<file path="src/core/scan_seq_defines.vh">
// Register offsets, field positions, reset values and timing counts
`ifndef SCAN_SEQ_DEFINES_VH
`define SCAN_SEQ_DEFINES_VH

`define OFF_CONTROL_ONE   8'h00
`define OFF_CONTROL_ZERO  8'h04
`define OFF_SEL_LOW       8'h08
`define OFF_SEL_HIGH      8'h0c
`define OFF_IRQ_STATUS    8'h10
`define OFF_IRQ_MASK      8'h14
`define OFF_SCAN_STATUS   8'h18
`define OFF_RESULT_BASE   8'h40

`define RUN_BIT           0
`define LOOP_BIT          0
`define SEL_LOW_W         8
`define SEL_HIGH_W        4
`define IRQ_DONE_BIT      0

`define RST_BYTE          8'h00
`define CONV_TIME_NS      43000
`define CLK_PERIOD_NS     10
`define CONV_CYCLES       ((`CONV_TIME_NS + `CLK_PERIOD_NS - 1) / `CLK_PERIOD_NS)

`define RESP_OKAY         2'b00
`define RESP_SLVERR       2'b10

`endif

</file>
<file path="src/core/sar_adc_scan_sequencer.v">
// Scan sequencer for a twelve-channel successive-approximation converter
// Functional notes
// - Each selected channel is converted and stored in its own result pair.
// - Result registers of unselected channels keep their previous value.
// - Run written with no channel selected stays zero; nothing starts.
// - Setting run starts converting selected channels, lowest number first.
// - Completion interrupt rises after highest selected channel finishes.
// - After last channel, loop bit picks stop or automatic restart.
// - Selection latched at scan start; changes ignored until completion.
// - Writing zero to run stops conversion; run resets to zero.
// - Loop clear and last channel done clears run automatically.
// - Each channel conversion is allowed about 43 microseconds.
//
// The address map and the AXI4-Lite interface to the registers are this design's own decisions.
`timescale 1ns/1ps
`default_nettype none
`include "scan_seq_defines.vh"
module sar_adc_scan_sequencer #(
    parameter CONV_CYCLES = `CONV_CYCLES,
    parameter RES_W       = 10
) (
    input  wire             ref_clk,
    input  wire             sys_rst,
    input  wire [7:0]       s_axi_awaddr,
    input  wire             s_axi_awvalid,
    output reg              s_axi_awready,
    input  wire [31:0]      s_axi_wdata,
    input  wire [3:0]       s_axi_wstrb,
    input  wire             s_axi_wvalid,
    output reg              s_axi_wready,
    output reg  [1:0]       s_axi_bresp,
    output reg              s_axi_bvalid,
    input  wire             s_axi_bready,
    input  wire [7:0]       s_axi_araddr,
    input  wire             s_axi_arvalid,
    output reg              s_axi_arready,
    output reg  [31:0]      s_axi_rdata,
    output reg  [1:0]       s_axi_rresp,
    output reg              s_axi_rvalid,
    input  wire             s_axi_rready,
    input  wire [RES_W-1:0] conv_sample,
    output reg              conv_enable_q,
    output reg  [3:0]       conv_channel_q,
    output reg              conv_done_irq
);
    localparam ST_IDLE = 2'd0;
    localparam ST_PICK = 2'd1;
    localparam ST_CONV = 2'd2;
    localparam NCH     = 12;

    reg [1:0]       state_q;
    reg             conv_run_bit_q;
    reg             scan_loop_bit_q;
    reg [7:0]       chan_select_low_q;
    reg [3:0]       chan_select_high_q;
    reg [11:0]      scan_set_q;
    reg [11:0]      remaining_q;
    reg [0:0]       irq_status_q;
    reg [0:0]       irq_mask_q;
    reg [RES_W-1:0] result_q [0:NCH-1];
    reg [7:0]       aw_addr_q;
    reg [31:0]      w_data_q;
    reg [3:0]       w_strb_q;
    reg             aw_have_q;
    reg             w_have_q;
    reg             start_q;
    wire            timer_busy;
    wire            timer_done;
    wire [RES_W-1:0] timer_result;
    integer         i;

    // Lowest set bit of a channel mask, 4'hf when none
    function [3:0] lowest_chan;
        input [11:0] mask;
        integer k;
        begin
            lowest_chan = 4'hf;
            for (k = NCH - 1; k >= 0; k = k - 1)
                if (mask[k])
                    lowest_chan = k[3:0];
        end
    endfunction

    // Mask with one channel's bit taken out
    function [11:0] drop_chan;
        input [11:0] mask;
        input [3:0]  ch;
        begin
            drop_chan = mask & ~(12'h001 << ch);
        end
    endfunction

    // One aligned word per channel from the result base on
    function result_hit;
        input [7:0] addr;
        begin
            result_hit = (addr[7:6] == 2'b01) && (addr[5:2] < NCH);
        end
    endfunction

    wire [11:0] sel_now    = {chan_select_high_q, chan_select_low_q};
    // One write at a time: a new pair waits until the response is gone
    wire        wr_fire    = aw_have_q && w_have_q && !s_axi_bvalid;
    wire        wr_run     = wr_fire && (aw_addr_q == `OFF_CONTROL_ONE)
                             && w_strb_q[0];
    wire        last_done  = (state_q == ST_CONV) && timer_done
                             && (drop_chan(remaining_q, conv_channel_q)
                                 == 12'h0);
    // Stop works in any state, between channels too
    wire        stop_req   = wr_run && !w_data_q[`RUN_BIT];

    conv_timer #(
        .CYCLES (CONV_CYCLES),
        .RES_W  (RES_W)
    ) u_timer (
        .ref_clk   (ref_clk),
        .sys_rst   (sys_rst),
        .start     (start_q),
        .abort     (stop_req),
        .sample_in (conv_sample),
        .busy_q    (timer_busy),
        .done_q    (timer_done),
        .result_q  (timer_result)
    );

    // Sequencer
    always @(posedge ref_clk)
    begin
        if (sys_rst)
        begin
            state_q        <= ST_IDLE;
            conv_run_bit_q <= 1'b0;
            scan_set_q     <= 12'h0;
            remaining_q    <= 12'h0;
            conv_channel_q <= 4'h0;
            conv_enable_q  <= 1'b0;
            start_q        <= 1'b0;
            for (i = 0; i < NCH; i = i + 1)
                result_q[i] <= {RES_W{1'b0}};
        end
        else
        begin
            start_q <= 1'b0;
            case (state_q)
            ST_IDLE:
            begin
                // Enable falls a cycle after the last result is stored
                conv_enable_q <= 1'b0;
                if (wr_run && w_data_q[`RUN_BIT] && sel_now != 12'h0)
                begin
                    conv_run_bit_q <= 1'b1;
                    scan_set_q     <= sel_now;
                    remaining_q    <= sel_now;
                    state_q        <= ST_PICK;
                end
            end
            ST_PICK:
            begin
                conv_enable_q  <= 1'b1;
                conv_channel_q <= lowest_chan(remaining_q);
                start_q        <= 1'b1;
                state_q        <= ST_CONV;
            end
            ST_CONV:
            begin
                if (timer_done)
                begin
                    // one write of the whole pair
                    result_q[conv_channel_q] <= timer_result;
                    remaining_q <= drop_chan(remaining_q, conv_channel_q);
                    if (last_done)
                    begin
                        if (scan_loop_bit_q)
                        begin
                            // Empty selection reuses the old set
                            scan_set_q  <= sel_now;
                            remaining_q <= (sel_now != 12'h0) ?
                                           sel_now : scan_set_q;
                            if (sel_now == 12'h0)
                                scan_set_q <= scan_set_q;
                            state_q     <= ST_PICK;
                        end
                        else
                        begin
                            conv_run_bit_q <= 1'b0;
                            state_q        <= ST_IDLE;
                        end
                    end
                    else
                    begin
                        state_q <= ST_PICK;
                    end
                end
            end
            default:
                state_q <= ST_IDLE;
            endcase
            if (stop_req)
            begin
                conv_run_bit_q <= 1'b0;
                conv_enable_q  <= 1'b0;
                // Drop a pending start, else a stale done hits the next scan
                start_q        <= 1'b0;
                state_q        <= ST_IDLE;
            end
        end
    end

    // Register bus, write side; aw and w taken in either order
    always @(posedge ref_clk)
    begin
        if (sys_rst)
        begin
            s_axi_awready      <= 1'b0;
            s_axi_wready       <= 1'b0;
            s_axi_bvalid       <= 1'b0;
            s_axi_bresp        <= `RESP_OKAY;
            aw_have_q          <= 1'b0;
            w_have_q           <= 1'b0;
            aw_addr_q          <= 8'h0;
            w_data_q           <= 32'h0;
            w_strb_q           <= 4'h0;
            scan_loop_bit_q    <= 1'b0;
            chan_select_low_q  <= `RST_BYTE;
            chan_select_high_q <= 4'h0;
            irq_status_q       <= 1'b0;
            irq_mask_q         <= 1'b0;
            conv_done_irq      <= 1'b0;
        end
        else
        begin
            // Ready is a one-cycle pulse, so a held valid is taken once
            s_axi_awready <= !aw_have_q && !s_axi_awready && s_axi_awvalid;
            s_axi_wready  <= !w_have_q && !s_axi_wready && s_axi_wvalid;
            if (s_axi_awvalid && s_axi_awready)
            begin
                aw_have_q <= 1'b1;
                aw_addr_q <= s_axi_awaddr;
            end
            if (s_axi_wvalid && s_axi_wready)
            begin
                w_have_q <= 1'b1;
                w_data_q <= s_axi_wdata;
                w_strb_q <= s_axi_wstrb;
            end
            if (s_axi_bvalid && s_axi_bready)
                s_axi_bvalid <= 1'b0;
            if (wr_fire)
            begin
                aw_have_q    <= 1'b0;
                w_have_q     <= 1'b0;
                s_axi_bvalid <= 1'b1;
                s_axi_bresp  <= `RESP_OKAY;
                case (aw_addr_q)
                `OFF_CONTROL_ONE: ;
                `OFF_CONTROL_ZERO:
                    if (w_strb_q[0])
                        scan_loop_bit_q <= w_data_q[`LOOP_BIT];
                `OFF_SEL_LOW:
                    if (w_strb_q[0])
                        chan_select_low_q <= w_data_q[7:0];
                `OFF_SEL_HIGH:
                    if (w_strb_q[0])
                        chan_select_high_q <= w_data_q[3:0];
                `OFF_IRQ_MASK:
                    if (w_strb_q[0])
                        irq_mask_q <= w_data_q[0];
                `OFF_IRQ_STATUS: ;
                `OFF_SCAN_STATUS: ;
                default:
                    // Same window as reads, so a write past the last pair errors
                    if (!result_hit(aw_addr_q))
                        s_axi_bresp <= `RESP_SLVERR;
                endcase
            end
            if (last_done)
                irq_status_q <= 1'b1;
            else if (wr_fire && aw_addr_q == `OFF_IRQ_STATUS
                     && w_strb_q[0] && w_data_q[`IRQ_DONE_BIT])
                irq_status_q <= 1'b0;
            // Set in flight is or-ed in so the line rises with the status bit
            conv_done_irq <= (irq_status_q & irq_mask_q)
                             || (last_done && irq_mask_q);
        end
    end

    // Register bus, read side
    always @(posedge ref_clk)
    begin
        if (sys_rst)
        begin
            s_axi_arready <= 1'b0;
            s_axi_rvalid  <= 1'b0;
            s_axi_rdata   <= 32'h0;
            s_axi_rresp   <= `RESP_OKAY;
        end
        else
        begin
            s_axi_arready <= !s_axi_rvalid && !s_axi_arready
                             && s_axi_arvalid;
            if (s_axi_rvalid && s_axi_rready)
                s_axi_rvalid <= 1'b0;
            if (s_axi_arvalid && s_axi_arready)
            begin
                s_axi_rvalid <= 1'b1;
                s_axi_rresp  <= `RESP_OKAY;
                s_axi_rdata  <= 32'h0;
                case (s_axi_araddr)
                `OFF_CONTROL_ONE:
                    s_axi_rdata <= {31'h0, conv_run_bit_q};
                `OFF_CONTROL_ZERO:
                    s_axi_rdata <= {31'h0, scan_loop_bit_q};
                `OFF_SEL_LOW:
                    s_axi_rdata <= {24'h0, chan_select_low_q};
                `OFF_SEL_HIGH:
                    s_axi_rdata <= {28'h0, chan_select_high_q};
                `OFF_IRQ_STATUS:
                    s_axi_rdata <= {31'h0, irq_status_q};
                `OFF_IRQ_MASK:
                    s_axi_rdata <= {31'h0, irq_mask_q};
                // Busy, latched set and current channel
                `OFF_SCAN_STATUS:
                    s_axi_rdata <= {15'h0, timer_busy, scan_set_q,
                                    conv_channel_q};
                default:
                    if (result_hit(s_axi_araddr))
                        // Pair read as one word, so halves never mix
                        s_axi_rdata <= {{(32-RES_W){1'b0}},
                                        result_q[s_axi_araddr[5:2]]};
                    else
                        s_axi_rresp <= `RESP_SLVERR;
                endcase
            end
        end
    end
endmodule
`default_nettype wire

</file>
<file path="src/core/conv_timer.v">
// Per-channel conversion timer with result capture
`timescale 1ns/1ps
`default_nettype none
module conv_timer #(
    parameter CYCLES = 4300,
    parameter RES_W  = 10
) (
    input  wire             ref_clk,
    input  wire             sys_rst,
    input  wire             start,
    input  wire             abort,
    input  wire [RES_W-1:0] sample_in,
    output reg              busy_q,
    output reg              done_q,
    output reg  [RES_W-1:0] result_q
);
    reg [31:0] count_q;

    always @(posedge ref_clk)
    begin
        if (sys_rst)
        begin
            busy_q   <= 1'b0;
            done_q   <= 1'b0;
            count_q  <= 32'h0;
            result_q <= {RES_W{1'b0}};
        end
        else
        begin
            done_q <= 1'b0;
            if (abort)
            begin
                busy_q <= 1'b0;
            end
            else if (start)
            begin
                busy_q  <= 1'b1;
                count_q <= CYCLES - 1;
            end
            else if (busy_q)
            begin
                if (count_q == 32'h0)
                begin
                    busy_q   <= 1'b0;
                    done_q   <= 1'b1;
                    result_q <= sample_in;
                end
                else
                begin
                    count_q <= count_q - 32'h1;
                end
            end
        end
    end
endmodule
`default_nettype wire

</file>
<file path="config.mk">
export PLATFORM = sky130hd
export DESIGN_NAME = sar_adc_scan_sequencer
export DESIGN_NICKNAME = d
export VERILOG_FILES = /design/src/core/sar_adc_scan_sequencer.v /design/src/core/conv_timer.v
export VERILOG_INCLUDE_DIRS = /design/src /design/src/core
export SDC_FILE = /design/constraint.sdc
export NUM_CORES = 1
export LEC_CHECK = 0
export ABC_AREA = 1
export BUFFER_PORTS_ARGS = -buffer_cell sky130_fd_sc_hd__buf_2
export CAP_MARGIN = 20
export CORE_ASPECT_RATIO = 1.5
export CORE_UTILIZATION = 40
export CTS_CLUSTER_DIAMETER = 50
export DETAILED_ROUTE_END_ITERATION = 10
export PLACE_DENSITY_LB_ADDON = 0.1
export SETUP_SLACK_MARGIN = 0.5
export SYNTH_ARGS = -nofsm -noshare
export SYNTH_HDL_FRONTEND = slang
export SYNTH_SLANG_ARGS = --single-unit
</file>
<file path="constraint.sdc">
create_clock -name ref_clk -period 2.3 [get_ports ref_clk]
set_input_delay 0.115 -clock ref_clk [delete_from_list [all_inputs] [get_ports ref_clk]]
set_output_delay 0.115 -clock ref_clk [all_outputs]
set_load 0.005 [all_outputs]
</file>
==> flow_summary.yaml, run 1 <==
status:
  status: "finished, final reports clean"
route:
  wirelength_um: 43460
  routed-via-count: 12100
  drtAntennaViolNets: 0
  drtIter0Drc: 805
  wl_per_cell_um: 19.16
  first_pass_iters: 7
  drc: 0
  vias_per_cell: 5.334
power_and_ir_drop:
  p_per_area_mw_per_mm2: 654.0
  p_clk_share_pct: 45.1
  combPwrFrac_pct: 5.2
  p_seq_share_pct: 49.7
  p_total_uw: 11460
  swShare_pct: 22.75
  ir_drop_v: 0.0005187
  p_sw_uw: 2607
  leakage_uw: 0.007121
  cellInternalPower_uw: 8852
run:
  cap_violations: 0
synth:
  syn_area_per_cell_um2: 8.337
  yosysUniqueCellTypes: 42
  ys_warn_count: 0
  syn_area_mm2: 0.01373
  seq_area_frac_synth_pct: 54.82
  synthCells: 1647
  synth_seq_cells: 296
global_routing:
  overflow: 0
  antenna_found_initial: 0
  grt_first_pass_wirelength_um: 63990
  grt_max_degree: 41
  groute.usage.overall_pct: 23.78
  grt_pass1_vias: 11430
placement:
  portBuffers: 71
  dp_hpwl_um: 28720
  placedCellCount: 2118
  place.gp.congestion: 0.8843
clocking:
  root_buffer: "clkbuf_16"
  htree_levels: 2
  cts_buffer_depth: 3
  cts_buffers: 34
  clk_pin_slew_ns: 0.06
  clk_latency_ns: 0.52
  clock-sinks: 296
  cts_tree: "done"
floorplan:
  die_w_um: 153.3
  die_h_um: 228.9
  die-area_mm2: 0.03509
  io_pins: 116
  rows: 82
  core-area_mm2: 0.03365
  start_util_pct: 40.80
cells_and_area:
  layout-drive-gt1-share_pct: 23.27
  instances_no_fill: 2268
  finalNetCount: 1895
  area_growth_pct: 27.61
  n_antenna_cell: 0
  fill_cells: 3212
  fin_util_pct: 52.07
setup_path:
  crit_buf_inv: 2
  endpoint_kind: "flip-flop"
  worstPathCellList: "inv_2, ha_2, nand2_1, nor3_2, nand4_1, nand2_2, nand2_4, clkbuf_16, nand3_2, a21oi_1"
  r2r_start: "u_timer.count_q[0]"
  cp_slowest_stage_delay_ns: 0.32
  cp_top_family: "simple AND/OR/NAND/NOR gates"
  worst-path-max-fanout: 8
  cp-startpoint: "u_timer.count_q[0]"
  r2r_slack_ns: 0.50
  rr_endpoint: "u_timer.count_q[8]"
  worstSetupPathType: "flip-flop to flip-flop"
  startpoint_type: "flip-flop"
  crit_required_ns: 2.67
  critPathSlowestCell: "dfxtp_1"
  reg2regPathDepth: 10
  cp_data_arrival_time_ns: 2.17
timing:
  fin_skew_ns: 0.02120
  post-route-min-period_ns: 1.803
  rsz0062_at_grt: "yes"
  post-route-period-util_pct: 78.38
  setup_viol: 0
  slew_viol_final: 0
  relSlewSlack_pct: 40.67
  worst_pin_slew_ns: 0.8887
  hold_violations: 0
  fmax_ghz: 0.5547
  final.setup.tns_ns: 0
min_path:
  hp-class: "primary input to flip-flop"
  whs_endpoint: "s_axi_bvalid"
  min_path_cells: 3
  min_from: "sys_rst"
sequential cells by signal, indices dropped and copies added (netlist names), 2 cells and up:
register	count
s_axi_rdata	17
scan_set_q	12
u_timer.count_q	32
result_q	160
u_timer.result_q	10
chan_select_high_q	4
state_q	2
w_data_q	8
conv_channel_q	4
chan_select_low_q	8
remaining_q	12
aw_addr_q	8
power by group through the flow:
stage | sequential, uW | clock [uW] | combinational, uW
3_5_place_dp | 5810 | 0 | 527
6_report | 5690 | 5170 | 595
4_1_cts | 5690 | 5280 | 581
3_3_place_gp | 5800 | 0 | 523
5_1_grt | 5700 | 5480 | 652
2_1_floorplan | 5800 | 0 | 309
through the flow:
step	area, um2	worst slack (ns)	hold WS, ns
floorplan	13820	0.3974	0.2274
global placement	14790	0.2795	0.3497
detailed placement	14790	0.2595	0.3534
CTS	16510	0.4485	0.1094
global route	17520	0.3874	0.1296
finish	17520	0.4972	0.1271
synth_stat cells (all sizes together):
master	instances	area [um2]
nand2	332	1249
nor2	315	1227
edfxtp	160	4805
dfxtp	136	2723
a21oi	127	635.6
inv	118	442.9
o21ai	96	480.5
nand3	83	420.4
a22oi	80	600.6
clkbuf	70	262.8
buf	33	209.0
nand4	25	162.6
xor2	20	175.2
nor3	18	90.09
o22ai	5	31.28
a221oi	4	35.03
nor4	4	25.02
or2	4	25.03
a211oi	3	22.52
and2	2	12.52
ha	2	25.02
xnor2	2	17.52
a21boi	1	7.510
clkinv	1	3.750
conb	1	3.750
nand3b	1	7.510
nor3b	1	7.510
o211ai	1	7.510
o311ai	1	8.760
o31ai	1	7.510
kinds of logic (layout without fill, tap and decap cells):
group / count (synthesis) / count (layout) / share of synthesized area (%)
and+or+nand+nor: 785 / 791 / 23.50
AOI/OAI and AO/OA: 319 / 319 / 13.38
DFF: 296 / 296 / 54.82
buffers and inverters: 222 / 401 / 6.689
xor gates and xnor gates: 22 / 22 / 1.403
adders and majority gates: 2 / 2 / 0.1822
other: 1 / 17 / 0.02731
what timing repair did:
item,in CTS,in global routing
setup endpoints to repair,219,286
hold buffers,34,0
buffers inserted,6,37
resized for setup,64,172
pin swaps,7,59
endpoints found under the hold margin,33,0
cloned,2,11
metal layers:
layer  GRT usage (%)  part of all wire, %
met2           44.72                   54
met5               0                    0
met4           10.45                  4.5
met1           26.69                   38
met3           2.673                  3.6
worst max-delay path by stage:
| stage | endpoint | slack (ns) | cells after the start |
|---|---|---|---|
| final | u_timer.count_q[8] | 0.50 | 10 |
| after global placement | scan_set_q[9] | 0.28 | 12 |
| after global routing | remaining_q[1] | 0.39 | 12 |
| after detailed placement | result_q[5][3] | 0.26 | 7 |
| after CTS | u_timer.count_q[1] | 0.45 | 10 |
| after floorplan | result_q[0][0] | 0.40 | 8 |
layout make-up:
cell class	count	area (um2)	area share [%]
Clock buffer	45	973.4	5.556
Clock inverter	15	87.58	0.4999
Inverter	119	451.7	2.578
Multi-Input combinational cell	1151	6105	34.84
Sequential cell	296	7560	43.14
Tap cell	420	525.5	2.999
Timing Repair Buffer	222	1819	10.38
cell usage in the layout, fill, tap and decap left out, types with 18 or more instances in the layout:
cell type	n
dfxtp_1	118
edfxtp_1	160
buf_4	94
nand2_2	36
xor2_1	20
buf_2	71
nor2_4	24
a22oi_1	80
dlygate4sd3_1	34
nand3_2	18
nor2_1	270
nand2_4	19
a21oi_1	118
nand4_1	24
nor2_2	22
nand3_1	59
nand2_1	279
o21ai_0	84
inv_1	99
clkbuf_16	40
worst reg2reg max path: cells and delay by family, from the launching register on:
family                   cells  cell delay [ns]
flip-flops                   1             0.32
AO/OA/AOI/OAI                1             0.06
buffers and inverters        2             0.32
adder cells (fa/ha/maj)      1             0.21
AND/OR/NAND/NOR              6             0.76
No activity file was read; power rests on OpenSTA's default activity.
==> inputs of run 2 (changes only) <==
==> constraint.sdc (replaced) <==
create_clock -name ref_clk -period 1.75 [get_ports ref_clk]
set_input_delay 0.0875 -clock ref_clk [delete_from_list [all_inputs] [get_ports ref_clk]]
set_output_delay 0.0875 -clock ref_clk [all_outputs]
set_load 0.005 [all_outputs]
==> run 2 against run 1 <==
Largest cell class unchanged. Critical endpoint is now irq_mask_q. Wire length rose by 3.8%. Combinational power up 53%. Sequential power rose by 31%. The flow now finishes with violations (setup timing). Register-to-register slack got worse by 0.53 ns. Largest power group unchanged. First-iteration DRC count fell by 5.6%.
==> flow_summary.yaml, run 2 (same netlist as run 1, synthesis figures left out) <==
route:
  wirelength_um: 45110
  routed-via-count: 12640
  drtIter0Drc: 760
  drc: 0
  wl_per_cell_um: 18.73
  vias_per_cell: 5.246
  drtAntennaViolNets: 0
  first_pass_iters: 6
cells_and_area:
  n_antenna_cell: 0
  largest_reg_flops: 160
  largestRegisters: "result_q: 160 flops, u_timer.count_q: 32 flops, s_axi_rdata: 17 flops"
  area_growth_pct: 42.40
  layout-drive-gt1-share_pct: 33.84
  fin_util_pct: 58.10
  final_cell_mix: "nand2_1 (244), nor2_1 (241), buf_4 (204), edfxtp_1 (160), dfxtp_1 (113)"
  layout.cells.most_common: "nand2_1"
  finalNetCount: 2036
  top_register: "result_q"
global_routing:
  grt_max_degree: 55
  antenna_found_initial: 0
  overflow: 0
  grt_pass1_vias: 12500
  grt_first_pass_wirelength_um: 68210
  groute.usage.overall_pct: 25.14
timing:
  slew_viol_final: 0
  post-route-min-period_ns: 1.781
  rsz0062_at_grt: "yes"
  setup_viol: 6
  setup_ws_ns: -0.03127
  fmax_ghz: 0.5614
  hold_slack_ns: 0.04762
  post-route-period-util_pct: 101.8
  hold_violations: 0
  fin_skew_ns: 0.01355
power_and_ir_drop:
  leakage_uw: 0.008077
  p_per_area_mw_per_mm2: 795.5
  ir_drop_v: 0.001156
setup_path:
  cp_slowest_stage_delay_ns: 0.34
  worstPathCellList: "nor2_4, buf_4, buf_6, buf_6, buf_6, buf_6, buf_6, buf_6, buf_6, nand2_4, nor3_4, nand2_1, o21ai_1, a21oi_1"
  endpoint_kind: "flip-flop"
  cp_data_arrival_time_ns: 2.24
  startpoint_type: "flip-flop"
  worst-path-max-fanout: 2
  cp_common_cell: "buf_6"
  critPathSlowestCell: "dfxtp_2"
  worstSetupPathType: "flip-flop to flip-flop"
  crit_required_ns: 2.21
floorplan:
  start_util_pct: 40.80
  die_w_um: 153.3
  core-area_mm2: 0.03365
  io_pins: 116
  rows: 82
  die-area_mm2: 0.03509
  die_h_um: 228.9
status:
  status: "finished, violations left"
  violations: "setup timing"
clocking:
  cts_buffers: 31
  root_buffer: "clkbuf_16"
  cts_buffer_depth: 3
  cts_tree: "done"
  htree_levels: 1
  clk_pin_slew_ns: 0.07
  clk_latency_ns: 0.57
  clock-sinks: 296
min_path:
  hp-class: "primary input to flip-flop"
placement:
  place.gp.congestion: 0.8871
  portBuffers: 71
  dpl_worst_slack_ns: -0.08129
  dp_hpwl_um: 30610
run:
  cap_violations: 0
## run 2: cell count changes in the layout (fill, tap and decap cells not counted), sizes merged
cell         before  now
clkinvlp          0    6
buf             183  329
clkinv           14    9
clkbuf           50   36
inv             120  123
bufinv            0    6
nand4            26   25
nor2            316  315
dlygate4sd3      34   35
## run 2: worst paths after layout
check	from	endpoint	slack, ns	depth (start not counted)
worst max-delay path	aw_addr_q[6]	irq_mask_q	-0.03	14
worst max register to register	aw_addr_q[6]	irq_mask_q	-0.03	14
worst min-delay path	s_axi_araddr[7]	s_axi_rdata[9]	0.05	6
worst min register to register	s_axi_wready	s_axi_wready	0.44	1
## run 2: layout make-up
class / instances / area, um2
fillers: 2958 / 14100
flip-flops and latches: 296 / 7569
multi-input cells: 1149 / 6698
repair buffers: 368 / 3183
clock buffers: 32 / 779.5
well taps: 420 / 525.5
inverters: 119 / 465.4
clock inverters: 25 / 332.8
## run 2: metrics by stage
step	total power (uW)	cell area (um2)	cells	setup TNS (ns)
final	15550	19550	2409	-0.08333
after global placement	8381	16120	2243	-0.2554
after CTS	15630	18320	2376	0
after floorplan	8050	14260	1663	0
after detailed placement	8393	16120	2243	-1.227
after global routing	16060	19550	2409	-5.173
## run 2: power breakdown
part,switching (uW),internal [uW],total (uW)
sequential,58.5,7420,7480
clock,2970,4190,7170
combinational,542,369,911
total,3570,12000,15600
## run 2: layer usage
layer	vias to the layer above	global-route usage [%]	routed length [um]
met3	113	2.655	2086
li1	6172	-	-
met5	-	0	0
met4	0	12.47	2382
met1	6005	28.17	16800
met2	348	46.80	23850
## run 2: worst max-delay path: cells and delay by family, from the launching register on
kind | cells | cell delay (ns)
buf+inv | 8 | 0.69
compound gates | 2 | 0.19
flops | 1 | 0.34
simple gates | 4 | 0.44
## run 2: what timing repair did
item / 4_1_cts / 5_1_grt
setup endpoints to repair: 394 / 404
cloned: 6 / 8
hold buffers: 35 / 0
hold endpoints to repair: 36 / 0
gates resized for setup: 105 / 230
pin swaps: 40 / 71
setup buffers: 35 / 25
